### src/shared/uei_consts.vh
// constants for the error interrupt block of the cell port
// assumes inclusion by bare name from the design files
`ifndef UEI_CONSTS_VH
`define UEI_CONSTS_VH

// register byte offsets on the apb bus
`define UEI_OFF_ENABLES 32'h0000_0000
`define UEI_OFF_PENDING 32'h0000_0004
`define UEI_OFF_CONTROL 32'h0000_0008
`define UEI_OFF_CLKDET  32'h0000_000c

// register select codes, one-hot for each register, all zero for an unmapped address
`define UEI_SEL_W       4
`define UEI_SEL_NONE    4'h0
`define UEI_SEL_ENABLES 4'h1
`define UEI_SEL_PENDING 4'h2
`define UEI_SEL_CONTROL 4'h4
`define UEI_SEL_CLKDET  4'h8
`define UEI_SI_ENABLES  0
`define UEI_SI_PENDING  1
`define UEI_SI_CONTROL  2
`define UEI_SI_CLKDET   3

// event bit positions, same in enables and pending
`define UEI_BIT_TX_CP   18
`define UEI_BIT_TX_CF   17
`define UEI_BIT_TX_QS   16
`define UEI_BIT_RX_CP   2
`define UEI_BIT_RX_CF   1
`define UEI_BIT_RX_QS   0
`define UEI_EVENT_MASK  32'h0007_0007

// control register bits
`define UEI_CTRL_RX_EN  0
`define UEI_CTRL_TX_EN  1
`define UEI_CTRL_MASK   32'h0000_0003

// clock detect register fields
`define UEI_CNT_W       8
`define UEI_TXCNT_MSB   23
`define UEI_TXCNT_LSB   16
`define UEI_RXCNT_MSB   7
`define UEI_RXCNT_LSB   0
`define UEI_CLKDET_MASK 32'h00ff_00ff

// reset values and small constants
`define UEI_RST_WORD    32'h0000_0000
`define UEI_CNT_ZERO    8'h00
`define UEI_CNT_ONE     8'h01
`define UEI_DIR_RX      0
`define UEI_DIR_TX      1
`define UEI_NDIR        2

`endif
### src/logic/uei_clk_watch.v
// link clock watcher: finds rising edges of one link clock and times gaps
// assumes the link clock is asynchronous and slower than half of clk
`timescale 1ns/10ps
`include "uei_consts.vh"

module uei_clk_watch (
    // clock and reset
    input  wire                  clk,
    input  wire                  rstSync_n,
    // link side
    input  wire                  linkClock,
    // control
    input  wire                  ifEnable,
    input  wire [`UEI_CNT_W-1:0] timeoutCount,
    // events
    output wire                  edgePulse,
    output wire                  failPulse
);

    reg                  syncA_r;
    reg                  syncB_r;
    reg                  prev_r;
    reg [`UEI_CNT_W-1:0] gap_r;
    reg [`UEI_CNT_W-1:0] gap_nxt;

    // syncA_r is read by syncB_r alone
    always @(posedge clk or negedge rstSync_n) begin
        if (!rstSync_n) begin
            syncA_r <= 1'b0;
            syncB_r <= 1'b0;
            prev_r  <= 1'b0;
            gap_r   <= `UEI_CNT_ZERO;
        end else begin
            syncA_r <= linkClock;
            syncB_r <= syncA_r;
            prev_r  <= syncB_r;
            gap_r   <= gap_nxt;
        end
    end

    // low-to-high transition only
    assign edgePulse = syncB_r & ~prev_r;

    // gap counter holds at the limit so the failure fires once per gap
    always @* begin
        gap_nxt = gap_r;
        if (edgePulse || !ifEnable || timeoutCount == `UEI_CNT_ZERO) begin
            gap_nxt = `UEI_CNT_ZERO;
        end else if (gap_r != timeoutCount) begin
            gap_nxt = gap_r + `UEI_CNT_ONE;
        end
    end

    // zero count disables detection
    assign failPulse = ifEnable && (timeoutCount != `UEI_CNT_ZERO) && !edgePulse
                       && (gap_r == timeoutCount - `UEI_CNT_ONE);

endmodule // uei_clk_watch

### src/logic/uei_error_irq.v
// error interrupt logic of the cell port: enables, pending bits, interrupt
// assumes an apb master on ref_clk and queue status from logic on ref_clk
`timescale 1ns/10ps
`include "uei_consts.vh"

module uei_error_irq (
    // clock and reset
    input  wire        ref_clk,
    input  wire        rst_n,
    // apb slave
    input  wire        psel,
    input  wire        penable,
    input  wire        pwrite,
    input  wire [31:0] paddr,
    input  wire [31:0] pwdata,
    output wire        pready,
    output wire [31:0] prdata,
    output wire        pslverr,
    // link clocks from the master controller
    input  wire        txLinkClock,
    input  wire        rxLinkClock,
    // queue status from the cell queues
    input  wire        txQueueWrite,
    input  wire        txQueueFull,
    input  wire        rxQueueRead,
    input  wire        rxQueueEmpty,
    // interface enables seen by the cell paths
    output wire        txInterfaceEnable,
    output wire        rxInterfaceEnable,
    // interrupt to the cpu
    output wire        cpuErrorIrq
);

    // address decode, shared by the read and write paths
    function [`UEI_SEL_W-1:0] regSel;
        input [31:0] addr;
        begin
            case (addr)
                `UEI_OFF_ENABLES: regSel = `UEI_SEL_ENABLES;
                `UEI_OFF_PENDING: regSel = `UEI_SEL_PENDING;
                `UEI_OFF_CONTROL: regSel = `UEI_SEL_CONTROL;
                `UEI_OFF_CLKDET:  regSel = `UEI_SEL_CLKDET;
                default:          regSel = `UEI_SEL_NONE;
            endcase
        end
    endfunction

    // reset release
    reg                   rstMeta_r;
    reg                   rstSync_r;
    wire                  rstSync_n;

    // registers
    reg  [31:0]           enables_r;
    reg  [31:0]           control_r;
    reg  [31:0]           clkDetect_r;
    reg  [31:0]           prdata_r;
    reg                   slvErr_r;
    reg                   irq_r;

    // pending bits
    reg                   txClockPresentPending_r;
    reg                   txClockFailedPending_r;
    reg                   txQueueStallPending_r;
    reg                   rxClockPresentPending_r;
    reg                   rxClockFailedPending_r;
    reg                   rxQueueStallPending_r;
    reg                   txQueueStall_nxt;
    reg                   rxQueueStall_nxt;

    // decode and events
    wire [`UEI_SEL_W-1:0] sel;
    wire                  setupPhase;
    wire                  writeDone;
    wire                  wrEnables;
    wire                  wrPending;
    wire                  wrControl;
    wire                  wrClkDetect;
    wire [31:0]           pendingWord;
    wire [`UEI_NDIR-1:0]  linkClkVec;
    wire [`UEI_NDIR-1:0]  ifEnVec;
    wire [`UEI_CNT_W-1:0] cntVec [0:`UEI_NDIR-1];
    wire [`UEI_NDIR-1:0]  edgeVec;
    wire [`UEI_NDIR-1:0]  failVec;
    wire                  clrTxPresent;
    wire                  clrTxFailed;
    wire                  clrRxPresent;
    wire                  clrRxFailed;

    // ------------------------------------------------------------
    // reset synchroniser
    // ------------------------------------------------------------
    always @(posedge ref_clk or negedge rst_n) begin
        if (!rst_n) begin
            rstMeta_r <= 1'b0;
            rstSync_r <= 1'b0;
        end else begin
            rstMeta_r <= 1'b1;
            rstSync_r <= rstMeta_r;
        end
    end

    assign rstSync_n = rstSync_r;

    // ------------------------------------------------------------
    // apb decode
    // ------------------------------------------------------------
    assign sel        = regSel(paddr);
    assign setupPhase = psel & ~penable;
    assign writeDone  = psel & penable & pwrite;

    assign wrEnables   = writeDone & sel[`UEI_SI_ENABLES];
    assign wrPending   = writeDone & sel[`UEI_SI_PENDING];
    assign wrControl   = writeDone & sel[`UEI_SI_CONTROL];
    assign wrClkDetect = writeDone & sel[`UEI_SI_CLKDET];

    // zero wait states: read data is caught in the setup cycle
    assign pready  = psel & penable;
    assign prdata  = prdata_r;
    assign pslverr = slvErr_r & psel & penable;

    // ------------------------------------------------------------
    // software registers
    // ------------------------------------------------------------
    // masking at the write keeps reserved bits zero on readback
    always @(posedge ref_clk or negedge rstSync_n) begin
        if (!rstSync_n) begin
            enables_r   <= `UEI_RST_WORD;
            control_r   <= `UEI_RST_WORD;
            clkDetect_r <= `UEI_RST_WORD;
        end else begin
            if (wrEnables) begin
                enables_r <= pwdata & `UEI_EVENT_MASK;
            end
            if (wrControl) begin
                control_r <= pwdata & `UEI_CTRL_MASK;
            end
            if (wrClkDetect) begin
                clkDetect_r <= pwdata & `UEI_CLKDET_MASK;
            end
        end
    end

    assign txInterfaceEnable = control_r[`UEI_CTRL_TX_EN];
    assign rxInterfaceEnable = control_r[`UEI_CTRL_RX_EN];

    // ------------------------------------------------------------
    // link clock watchers, one per direction
    // ------------------------------------------------------------
    assign linkClkVec[`UEI_DIR_TX] = txLinkClock;
    assign linkClkVec[`UEI_DIR_RX] = rxLinkClock;
    assign ifEnVec[`UEI_DIR_TX]    = txInterfaceEnable;
    assign ifEnVec[`UEI_DIR_RX]    = rxInterfaceEnable;
    assign cntVec[`UEI_DIR_TX]     = clkDetect_r[`UEI_TXCNT_MSB:`UEI_TXCNT_LSB];
    assign cntVec[`UEI_DIR_RX]     = clkDetect_r[`UEI_RXCNT_MSB:`UEI_RXCNT_LSB];

    genvar d;
    generate
        for (d = 0; d < `UEI_NDIR; d = d + 1) begin : gWatch
            uei_clk_watch uWatch (
                .clk          (ref_clk),
                .rstSync_n    (rstSync_n),
                .linkClock    (linkClkVec[d]),
                .ifEnable     (ifEnVec[d]),
                .timeoutCount (cntVec[d]),
                .edgePulse    (edgeVec[d]),
                .failPulse    (failVec[d])
            );
        end
    endgenerate

    // ------------------------------------------------------------
    // clock status pending bits, write one to clear
    // ------------------------------------------------------------
    assign clrTxPresent = wrPending & pwdata[`UEI_BIT_TX_CP];
    assign clrTxFailed  = wrPending & pwdata[`UEI_BIT_TX_CF];
    assign clrRxPresent = wrPending & pwdata[`UEI_BIT_RX_CP];
    assign clrRxFailed  = wrPending & pwdata[`UEI_BIT_RX_CF];

    // set is tested first so an edge in the clearing cycle is kept
    always @(posedge ref_clk or negedge rstSync_n) begin
        if (!rstSync_n) begin
            txClockPresentPending_r <= 1'b0;
            txClockFailedPending_r  <= 1'b0;
            rxClockPresentPending_r <= 1'b0;
            rxClockFailedPending_r  <= 1'b0;
        end else begin
            // edges count whether or not the interface is enabled
            if (edgeVec[`UEI_DIR_TX]) begin
                txClockPresentPending_r <= 1'b1;
            end else if (clrTxPresent) begin
                txClockPresentPending_r <= 1'b0;
            end

            // watcher only fails while the interface is enabled
            if (failVec[`UEI_DIR_TX]) begin
                txClockFailedPending_r <= 1'b1;
            end else if (clrTxFailed) begin
                txClockFailedPending_r <= 1'b0;
            end

            if (edgeVec[`UEI_DIR_RX]) begin
                rxClockPresentPending_r <= 1'b1;
            end else if (clrRxPresent) begin
                rxClockPresentPending_r <= 1'b0;
            end

            if (failVec[`UEI_DIR_RX]) begin
                rxClockFailedPending_r <= 1'b1;
            end else if (clrRxFailed) begin
                rxClockFailedPending_r <= 1'b0;
            end
        end
    end

    // ------------------------------------------------------------
    // queue stall pending bits, hardware owned
    // ------------------------------------------------------------
    // bits follow the queue, so software writes never reach them
    always @* begin
        txQueueStall_nxt = txQueueStallPending_r;
        if (txQueueWrite && txQueueFull) begin
            txQueueStall_nxt = 1'b1;
        end else if (!txQueueFull) begin
            txQueueStall_nxt = 1'b0;
        end
    end

    // a stalled read clears only when data is there and taken
    always @* begin
        rxQueueStall_nxt = rxQueueStallPending_r;
        if (rxQueueRead && rxQueueEmpty) begin
            rxQueueStall_nxt = 1'b1;
        end else if (rxQueueRead && !rxQueueEmpty) begin
            rxQueueStall_nxt = 1'b0;
        end
    end

    always @(posedge ref_clk or negedge rstSync_n) begin
        if (!rstSync_n) begin
            txQueueStallPending_r <= 1'b0;
            rxQueueStallPending_r <= 1'b0;
        end else begin
            txQueueStallPending_r <= txQueueStall_nxt;
            rxQueueStallPending_r <= rxQueueStall_nxt;
        end
    end

    // ------------------------------------------------------------
    // pending word as software sees it
    // ------------------------------------------------------------
    assign pendingWord = {
        13'h0000,
        txClockPresentPending_r,
        txClockFailedPending_r,
        txQueueStallPending_r,
        13'h0000,
        rxClockPresentPending_r,
        rxClockFailedPending_r,
        rxQueueStallPending_r
    };

    // ------------------------------------------------------------
    // read data and error, captured in the setup cycle
    // ------------------------------------------------------------
    always @(posedge ref_clk or negedge rstSync_n) begin
        if (!rstSync_n) begin
            prdata_r <= `UEI_RST_WORD;
            slvErr_r <= 1'b0;
        end else if (setupPhase) begin
            slvErr_r <= (sel == `UEI_SEL_NONE);
            case (sel)
                `UEI_SEL_ENABLES: prdata_r <= enables_r;
                `UEI_SEL_PENDING: prdata_r <= pendingWord;
                `UEI_SEL_CONTROL: prdata_r <= control_r;
                `UEI_SEL_CLKDET:  prdata_r <= clkDetect_r;
                default:          prdata_r <= `UEI_RST_WORD;
            endcase
        end
    end

    // ------------------------------------------------------------
    // interrupt
    // ------------------------------------------------------------
    // registered to keep the cpu line free of decode glitches
    always @(posedge ref_clk or negedge rstSync_n) begin
        if (!rstSync_n) begin
            irq_r <= 1'b0;
        end else begin
            irq_r <= |(pendingWord & enables_r);
        end
    end

    assign cpuErrorIrq = irq_r;

endmodule // uei_error_irq

### config.mk
export PLATFORM = sky130hd
export DESIGN_NAME = uei_error_irq
export DESIGN_NICKNAME = d
export VERILOG_FILES = /design/src/logic/uei_clk_watch.v /design/src/logic/uei_error_irq.v
export VERILOG_INCLUDE_DIRS = /design/src /design/src/shared
export SDC_FILE = /design/constraint.sdc
export NUM_CORES = 1
export LEC_CHECK = 0
export BUFFER_PORTS_ARGS = -buffer_cell sky130_fd_sc_hd__clkbuf_2
export CAP_MARGIN = 20
export CORE_ASPECT_RATIO = 0.8
export CORE_MARGIN = 1
export CORE_UTILIZATION = 52
export DETAILED_ROUTE_END_ITERATION = 8
export GPL_ROUTABILITY_DRIVEN = 0
export PLACE_DENSITY_LB_ADDON = 0.08
export SLEW_MARGIN = 5
export SYNTH_ARGS = -nofsm -noshare
export SYNTH_HDL_FRONTEND = slang
export SYNTH_SLANG_ARGS = --single-unit
export TNS_END_PERCENT = 100
### constraint.sdc
create_clock -name ref_clk -period 3 [get_ports ref_clk]
set_input_delay 0.9 -clock ref_clk [delete_from_list [all_inputs] [get_ports ref_clk]]
set_output_delay 0.9 -clock ref_clk [all_outputs]
set_load 0.05 [all_outputs]
Yosys cells after proc, flatten, opt, wreduce, memory -nomap -nowiden

Index checks and enable logic that the tools add are counted.

Register bits: 88

Bitwise gates (word level): 19
Reduce and logical (&&, ||, !) cells: 32
Equality and inequality tests: 12
Multiplexer cells: 18
Add/sub/neg operators: 4

Operators by type and width:

| kind                                                                | number |
|---|---|
| 24-bit case mux with 4 select lines                                 | 1 |
| 32-bit by 4-bit == test with 1-bit output (second input constant)   | 2 |
| 32-bit by 3-bit == test with 1-bit output (second input constant)   | 1 |
| 32-bit logical NOT                                                  | 1 |
| 8-bit 2-to-1 mux                                                    | 4 |
| 32-bit OR reduction                                                 | 1 |
| 19-bit AND                                                          | 1 |
| 8-bit by 1-bit adder with 8-bit output (second input constant)      | 2 |
| 8-bit == test                                                       | 2 |
| 8-bit logical NOT                                                   | 2 |
| 8-bit inequality test                                               | 2 |
| 4-bit case mux with 4 select lines                                  | 1 |
| 8-bit nonzero test                                                  | 2 |
| 8-bit by 1-bit subtractor with 8-bit output (second input constant) | 2 |
| 1-bit AND                                                           | 15 |
| 2-bit nonzero test                                                  | 7 |
| 1-bit 2-to-1 mux                                                    | 12 |
| 1-bit logical AND                                                   | 9 |
| 1-bit logical NOT                                                   | 5 |
| 4-bit by 1-bit == test with 1-bit output (second input constant)    | 1 |
| 4-bit by 2-bit == test with 1-bit output (second input constant)    | 1 |
| 4-bit by 3-bit == test with 1-bit output (second input constant)    | 1 |
| 4-bit == test (second input constant)                               | 1 |
| 4-bit logical NOT                                                   | 1 |
| other kinds (3)                                                     | 8 |

Depth between registers and ports, before layout

Gate-level depths: netlist of run 1.

Depth in word-level cells: 6
Depth in mapped cells: 7

Cells and area by module

Synthesis of run 1 repeated with hierarchy kept, for this count alone.

Cell total of the unflattened synthesis: 343
Area total of the unflattened synthesis: 4066.4 um^2

By module, submodules not included:

| module        | seq. area each (um^2) | area each (um^2) | cells each | times used |
|---|---|---|---|---|
| uei_error_irq | 1251.2                | 2417.3           | 175        | 1 |
| uei_clk_watch | 275.3                 | 824.5            | 84         | 2 |

Worst setup path after synthesis of run 1

Ideal clock, no wire load.

Path kind: input port to flip-flop
Start: in penable
End: reg clkDetect_r[16]
Setup slack: 0.395 ns
Data arrival time: 2.477 ns
Stages on the path: 7
Buffers on the path: 2
Setup time: 0.127 ns
Path through: and2_1 > nand2_1 > nor3_4 > and3_1 > buf_4 > buf_6 > mux2_1

Word-level cells in the longest chain between the ends: 3

RTL lines:

| what                    | line                | source |
|---|---|---|
| from (decl)             | uei_error_irq.v:12  | `input wire penable,` |
| 1-bit AND (2 in series) | uei_error_irq.v:110 | `assign writeDone = psel & penable & pwrite;` |
| 1-bit AND               | uei_error_irq.v:115 | `` assign wrClkDetect = writeDone & sel[`UEI_SI_CLKDET]; `` |
| to (signal assigned)    | uei_error_irq.v:130 | `` clkDetect_r <= `UEI_RST_WORD; `` |
| to (signal assigned)    | uei_error_irq.v:139 | `` clkDetect_r <= pwdata & `UEI_CLKDET_MASK; `` |
| to (decl)               | uei_error_irq.v:56  | `reg [31:0] clkDetect_r;` |

No other way between the ends.
A chain may end at the register's enable or synchronous reset.

Worst setup path after layout of run 1

Start: in paddr[18]
End: reg enables_r[1]

Word-level cells in the longest chain between the ends: 3
Elaborated cells between the ends (all ways): 6

RTL lines:

| what                                                                    | line                | source |
|---|---|---|
| from (decl)                                                             | uei_error_irq.v:14  | `input wire [31:0] paddr,` |
| 32-bit by 4-bit == test with 1-bit output, or another cell as far along | uei_error_irq.v:38  | `case (addr)` |
| 4-bit case mux with 4 select lines (*)                                  | uei_error_irq.v:38  |  |
| 1-bit AND (*)                                                           | uei_error_irq.v:112 | `` assign wrEnables = writeDone & sel[`UEI_SI_ENABLES]; `` |
| to (signal assigned)                                                    | uei_error_irq.v:128 | `` enables_r <= `UEI_RST_WORD; `` |
| to (signal assigned)                                                    | uei_error_irq.v:133 | `` enables_r <= pwdata & `UEI_EVENT_MASK; `` |
| to (decl)                                                               | uei_error_irq.v:54  | `reg [31:0] enables_r;` |

Every way passes the cells marked *; elsewhere a longest branch is shown, timed or not.

==> flow_summary.json, run 1 <==
{
  "ys_ff_latch": 72,
  "drv_slew": 0,
  "die_area_sq_um": 7562,
  "synth_top_family_by_area": "simple AND/OR/NAND/NOR gates",
  "antenna_found_initial": 0,
  "synthFlopType": "dfrtp_1",
  "num_rows": 27,
  "synth_top_area_cell": "dfrtp_1",
  "path_buf_inv": 2,
  "wl_per_cell_microns": 15.75,
  "synth_cells": 335,
  "fin_skew_ns": 0.007783,
  "grt_max_degree": 26,
  "synth-async-reset-ratio": 1.000,
  "core_sq_um": 6925,
  "nFillCells": 566,
  "grt-ovfl-total": 0,
  "leakage_uw": 0.002103,
  "drive_gt1_frac": 0.2962,
  "areaGrowthSynthToFinish_pct": 16.67,
  "power_density_nw_per_um2": 431.2,
  "cp_max_fo": 6,
  "stdcell_count": 509,
  "drt_wl_total_mm": 8.016,
  "io_pins": 112,
  "ctsRootBufferMaster": "clkbuf_8",
  "place_inst": 493,
  "critPathMaxStageDelay_ns": 0.37,
  "critPathTopFamily": "simple AND/OR/NAND/NOR gates",
  "final_cell_mix": "clkbuf_2 (79), dfrtp_1 (71), nor2_1 (24)",
  "die_w_microns": 96.98,
  "relSlewSlack": 0.5411,
  "path_clk_slew_ns": 0.08,
  "hold_class": "reg2async",
  "final-hold-violation-count": 0,
  "synth_area_sq_um": 3752,
  "grt_use_total": 0.2218,
  "synth-xor-area-share": 0.08169,
  "antenna_cells": 0,
  "crit_path_top_delay_cell": "mux2_2",
  "worstSkewPairLatency_ns": 0.35,
  "cts_resized": 0,
  "cts_buffer_depth": 2,
  "required_ns": 3.23,
  "synth_fa_ha_area_frac": 0.01334,
  "yosys-top-cells-area": "dfrtp_1 (48%), xnor2_1 (5.1%), mux2_2 (4.5%), a22o_1 (3.7%), buf_4 (3.4%)",
  "avgSynthCellArea_sq_um": 11.20,
  "portBuffers": 79,
  "setup_slack_ns": 0.6243,
  "max_cap_viol_count": 0,
  "vias": 2827,
  "cp-end-kind": "register",
  "status": "finished clean",
  "period_needed_ns": 2.376,
  "hold_buffers": 0,
  "worstPathArrival_ns": 2.61,
  "muxShareOfSynthArea": 0.1057,
  "setup_viol": 0,
  "postCtsSetupBuffers": 0,
  "yosys.area_share.simple": 0.1367,
  "fmax_ghz": 0.4209,
  "fin_nets": 496,
  "power.total_uw": 1888,
  "synth_top_area_share": 0.4802,
  "drt_iter0_drc": 216,
  "fin_crit_sh": 0.7919,
  "rsz0062_at_grt": "false",
  "first_pass_iters": 4,
  "critPathLaunchType": "input pin",
  "worstSetupPathType": "in2reg",
  "yosysWarnings": 0,
  "vias_per_cell": 5.554,
  "numCtsBuffers": 9,
  "tightest_slew_ns": 0.6873,
  "cts_tree": "done",
  "layout_commonest_cell": "clkbuf_2",
  "dp_slack_ns": 0.2841,
  "ir_worst_vdd_mv": 0.2967,
  "ant_nets": 0,
  "synth-compound-area-share": 0.1204,
  "cp_cell_sequence": "clkbuf_2 -> nor4_1 -> nand4_1 -> nor3_4 -> buf_4 -> nand3_1 -> mux2_2",
  "ys_types": 50,
  "clock-sinks": 72,
  "grt_pass1_wl_mm": 12.83,
  "synth_edf_count": 0,
  "dp.final_hpwl_mm": 6.006,
  "setup_tns_ns": 0,
  "drc_errors": 0,
  "initial_core_util": 0.5418,
  "h-tree-depth": 3,
  "ys_seq_area_frac": 0.4802,
  "die_y_microns": 77.98,
  "grt_pass1_vias": 2622
}
## final timing paths
path,to,depth (start not counted),slack [ns],start
hold / removal,gWatch[0].uWatch.gap_r[1],0,0.26,rstSync_n
setup reg to reg,txClockFailedPending_r,7,0.79,clkDetect_r[16]
min in group ref_clk,gWatch[1].uWatch.syncB_r,0,0.35,gWatch[1].uWatch.syncA_r
hold reg to reg,gWatch[0].uWatch.gap_r[1],0,0.26,rstSync_n
setup / recovery,enables_r[1],7,0.62,paddr[18]
max in group asynchronous,rxClockPresentPending_r,1,2.02,rstSync_n
## metrics by stage
stage / hold WS [ns] / instance area [sq um] / util
final: 0.2576 / 4378 / 0.6322
after global routing: 0.3039 / 4378 / 0.6322
after CTS: 0.2827 / 4378 / 0.6322
after detailed placement: 0.2722 / 4179 / 0.6034
after global placement: 0.2643 / 4179 / 0.6034
after floorplan: 0.3312 / 3809 / -
## layout make-up
cell class / count / area, sq um / share of cell area
inverter: 10 / 37.54 / 0.008574
sequential: 72 / 1803 / 0.4118
tap: 87 / 108.9 / 0.02486
multi-input combinational: 238 / 1782 / 0.4070
clock inverter: 5 / 57.56 / 0.01315
timing repair buffer: 86 / 447.9 / 0.1023
clock buffer: 11 / 141.4 / 0.03230
## cells in the mapped netlist (all sizes together) (3+ instances only)
master and count:
o21ai 13, mux2 25, mux2i 7, o311ai 3
ha 4, o2111ai 4, a22oi 3, nand2 4
buf 22, a22o 16, dfrtp 72, clkbuf 8
a21oi 6, xor2 13, and3 5, nand4 8
nand4b 3, xnor2 22, or3 5, nor3 5
nor4 9, or4 3, inv 10, nand3 12
nor2 24, o211ai 3, nand2b 4, and4 3
## registers in the layout, summed over array words and instances (netlist names), 2 cells and up
| signal | flops |
|---|---|
| gWatch.uWatch.prev_r | 2 |
| gWatch.uWatch.syncB_r | 2 |
| gWatch.uWatch.gap_r | 16 |
| enables_r | 6 |
| clkDetect_r | 16 |
| control_r | 2 |
| prdata | 16 |
| gWatch.uWatch.syncA_r | 2 |
## worst reg2reg max path, delay by kind of cell (launching register included)
kind / cells / cell delay (ns)
compound gates: 2 / 0.71
fa+ha+maj: 1 / 0.17
buf+inv: 1 / 0.09
flops: 1 / 0.46
simple gates: 3 / 0.68
## power by group
group | switching [uW] | total [uW] | internal [uW]
Sequential | 10.3 | 988 | 978
Clock | 361 | 766 | 405
Combinational | 93.5 | 134 | 40.4
Total | 464 | 1890 | 1420
## cells by family (layout without fill, tap and decap cells)
family / Yosys count / in the layout
other: 2 / 17
buffers and inverters: 40 / 112
multiplexers: 34 / 34
adder cells (fa/ha/maj): 4 / 4
AND/OR/NAND/NOR: 90 / 90
flip-flops: 72 / 72
AO/OA/AOI/OAI: 58 / 58
XOR/XNOR: 35 / 35
## metal layers
layer	wire [microns]	global-route usage	up-vias	share of wire
met5	0	0	-	0
met4	119	0.08507	0	0.015
met3	452	0.05405	8	0.056
met2	3534	0.3394	102	0.44
met1	3909	0.3063	1354	0.49
li1	-	-	1363	-
Power figures use the tool's default switching activity.
==> inputs of run 2 (changes only) <==
clock period = 2.3 ns   (was 3 ns; I/O delays follow)
==> run 2 against run 1 <==
  * Core utilization is 2.5 points higher
  * Hold slack got worse by 0.14 ns
  * Via count up 2.9%
  * Critical path type is now reg2reg
==> flow_summary.json, run 2 (synthesized netlist as in run 1, its figures left out) <==
{
  "fin_nets": 507,
  "portBuffers": 79,
  "worstSkewPairLatency_ns": 0.34,
  "antenna_found_initial": 0,
  "grt-ovfl-total": 0,
  "die_w_microns": 96.98,
  "fmax_ghz": 0.4875,
  "worstPathArrival_ns": 2.33,
  "ir_worst_vdd_mv": 0.3843,
  "ctsRootBufferMaster": "clkbuf_8",
  "place_inst": 504,
  "io_pins": 112,
  "wl_per_cell_microns": 15.63,
  "vias": 2908,
  "drc_errors": 0,
  "core_sq_um": 6925,
  "hold_buffers": 0,
  "post-route-util": 0.6567,
  "critPathMaxStageDelay_ns": 0.47,
  "worstSetupPathType": "reg2reg",
  "setup_tns_ns": 0,
  "stdcell_count": 520,
  "critPathLaunchType": "register",
  "drt_wl_total_mm": 8.126,
  "grt_pass1_wl_mm": 13.73,
  "cts_resized": 0,
  "fin_skew_ns": 0.01222,
  "postCtsSetupBuffers": 0,
  "cp_max_fo": 6,
  "fin_crit_sh": 0.8919,
  "cp-end-kind": "register",
  "max_cap_viol_count": 0,
  "drt_iter0_drc": 146,
  "grt_max_degree": 71,
  "final-hold-violation-count": 0,
  "rsz0062_at_grt": "false",
  "num_rows": 27,
  "dp.final_hpwl_mm": 6.112,
  "path_clk_slew_ns": 0.07,
  "cp_cell_sequence": "inv_1 -> ha_1 -> or3b_1 -> xor2_1 -> or4_1 -> nor2_1 -> a31o_1",
  "leakage_uw": 0.002195,
  "power_density_nw_per_um2": 595.7,
  "h-tree-depth": 3,
  "setup_slack_ns": 0.2485,
  "clock-sinks": 72,
  "required_ns": 2.58,
  "die_area_sq_um": 7562,
  "cts_buffer_depth": 2,
  "first_pass_iters": 4,
  "die_y_microns": 77.98,
  "cts_tree": "done",
  "vias_per_cell": 5.592,
  "antenna_cells": 0,
  "setup_viol": 0,
  "areaGrowthSynthToFinish_pct": 21.21,
  "initial_core_util": 0.5418,
  "dp_slack_ns": -0.08185,
  "crit_path_top_delay_cell": "dfrtp_1",
  "numCtsBuffers": 9,
  "drive_gt1_frac": 0.3256,
  "power.total_uw": 2709,
  "hold_class": "in2async",
  "period_needed_ns": 2.051,
  "status": "finished clean",
  "grt_use_total": 0.2333,
  "final_cell_mix": "clkbuf_2 (79), dfrtp_1 (71), nor2_1 (24)",
  "grt_pass1_vias": 2761,
  "ant_nets": 0,
  "drv_slew": 0,
  "layout_commonest_cell": "clkbuf_2"
}
run 2: cell types whose count changed in the layout (fill, tap and decap cells not counted), sizes merged:
cell,previous run,this run
bufinv,1,3
clkinvlp,3,1
buf,7,18
run 2: per-layer routing:
| metal | global-route usage | part of all wire | up-vias |
|---|---|---|---|
| met1 | 0.3391 | 0.49 | 1387 |
| li1 | - | - | 1385 |
| met3 | 0.06036 | 0.064 | 12 |
| met5 | 0 | 0 | - |
| met2 | 0.3444 | 0.43 | 124 |
| met4 | 0.06716 | 0.011 | 0 |
run 2: final cells by class:
class / instances / area (sq um)
clock buffer: 11 / 151.4
clock inverter: 5 / 102.6
fill: 549 / 2377
inverter: 10 / 37.54
multi-input combinational: 238 / 1802
sequential: 72 / 1803
tap: 87 / 108.9
timing repair buffer: 97 / 543.0
run 2: per-stage QoR:
stage | hold slack (ns) | area (sq um)
after floorplan | 0.3312 | 3832
after global placement | 0.3040 | 4294
after detailed placement | 0.3067 | 4294
after CTS | 0.1031 | 4548
after global routing | 0.09424 | 4548
final | 0.1194 | 4548
run 2: power by group:
part | switching, uW | internal, uW | total, uW
clock network | 463 | 778 | 1240
logic | 131 | 56.1 | 187
registers | 6.15 | 1280 | 1280
total | 600 | 2110 | 2710
run 2: final timing paths:
kind,start,endpoint,slack [ns],cells past startpoint
max,clkDetect_r[17],txClockFailedPending_r,0.25,7
min,rst_n,rstMeta_r,0.12,1
max reg2reg,clkDetect_r[17],txClockFailedPending_r,0.25,7
min reg2reg,rstSync_n,gWatch[0].uWatch.gap_r[5],0.29,1
max in group asynchronous,rstSync_n,clkDetect_r[6],1.72,1
min in group ref_clk,gWatch[0].uWatch.syncA_r,gWatch[0].uWatch.syncB_r,0.35,0
run 2: worst max-delay path, delay by kind of cell, from the launching register on:
kind,cells,cell delay (ns)
AOI/OAI and AO/OA,1,0.14
xor gates and xnor gates,1,0.18
adders and majority gates,1,0.17
buffers and inverters,1,0.09
DFF,1,0.47
and+or+nand+nor,3,0.94
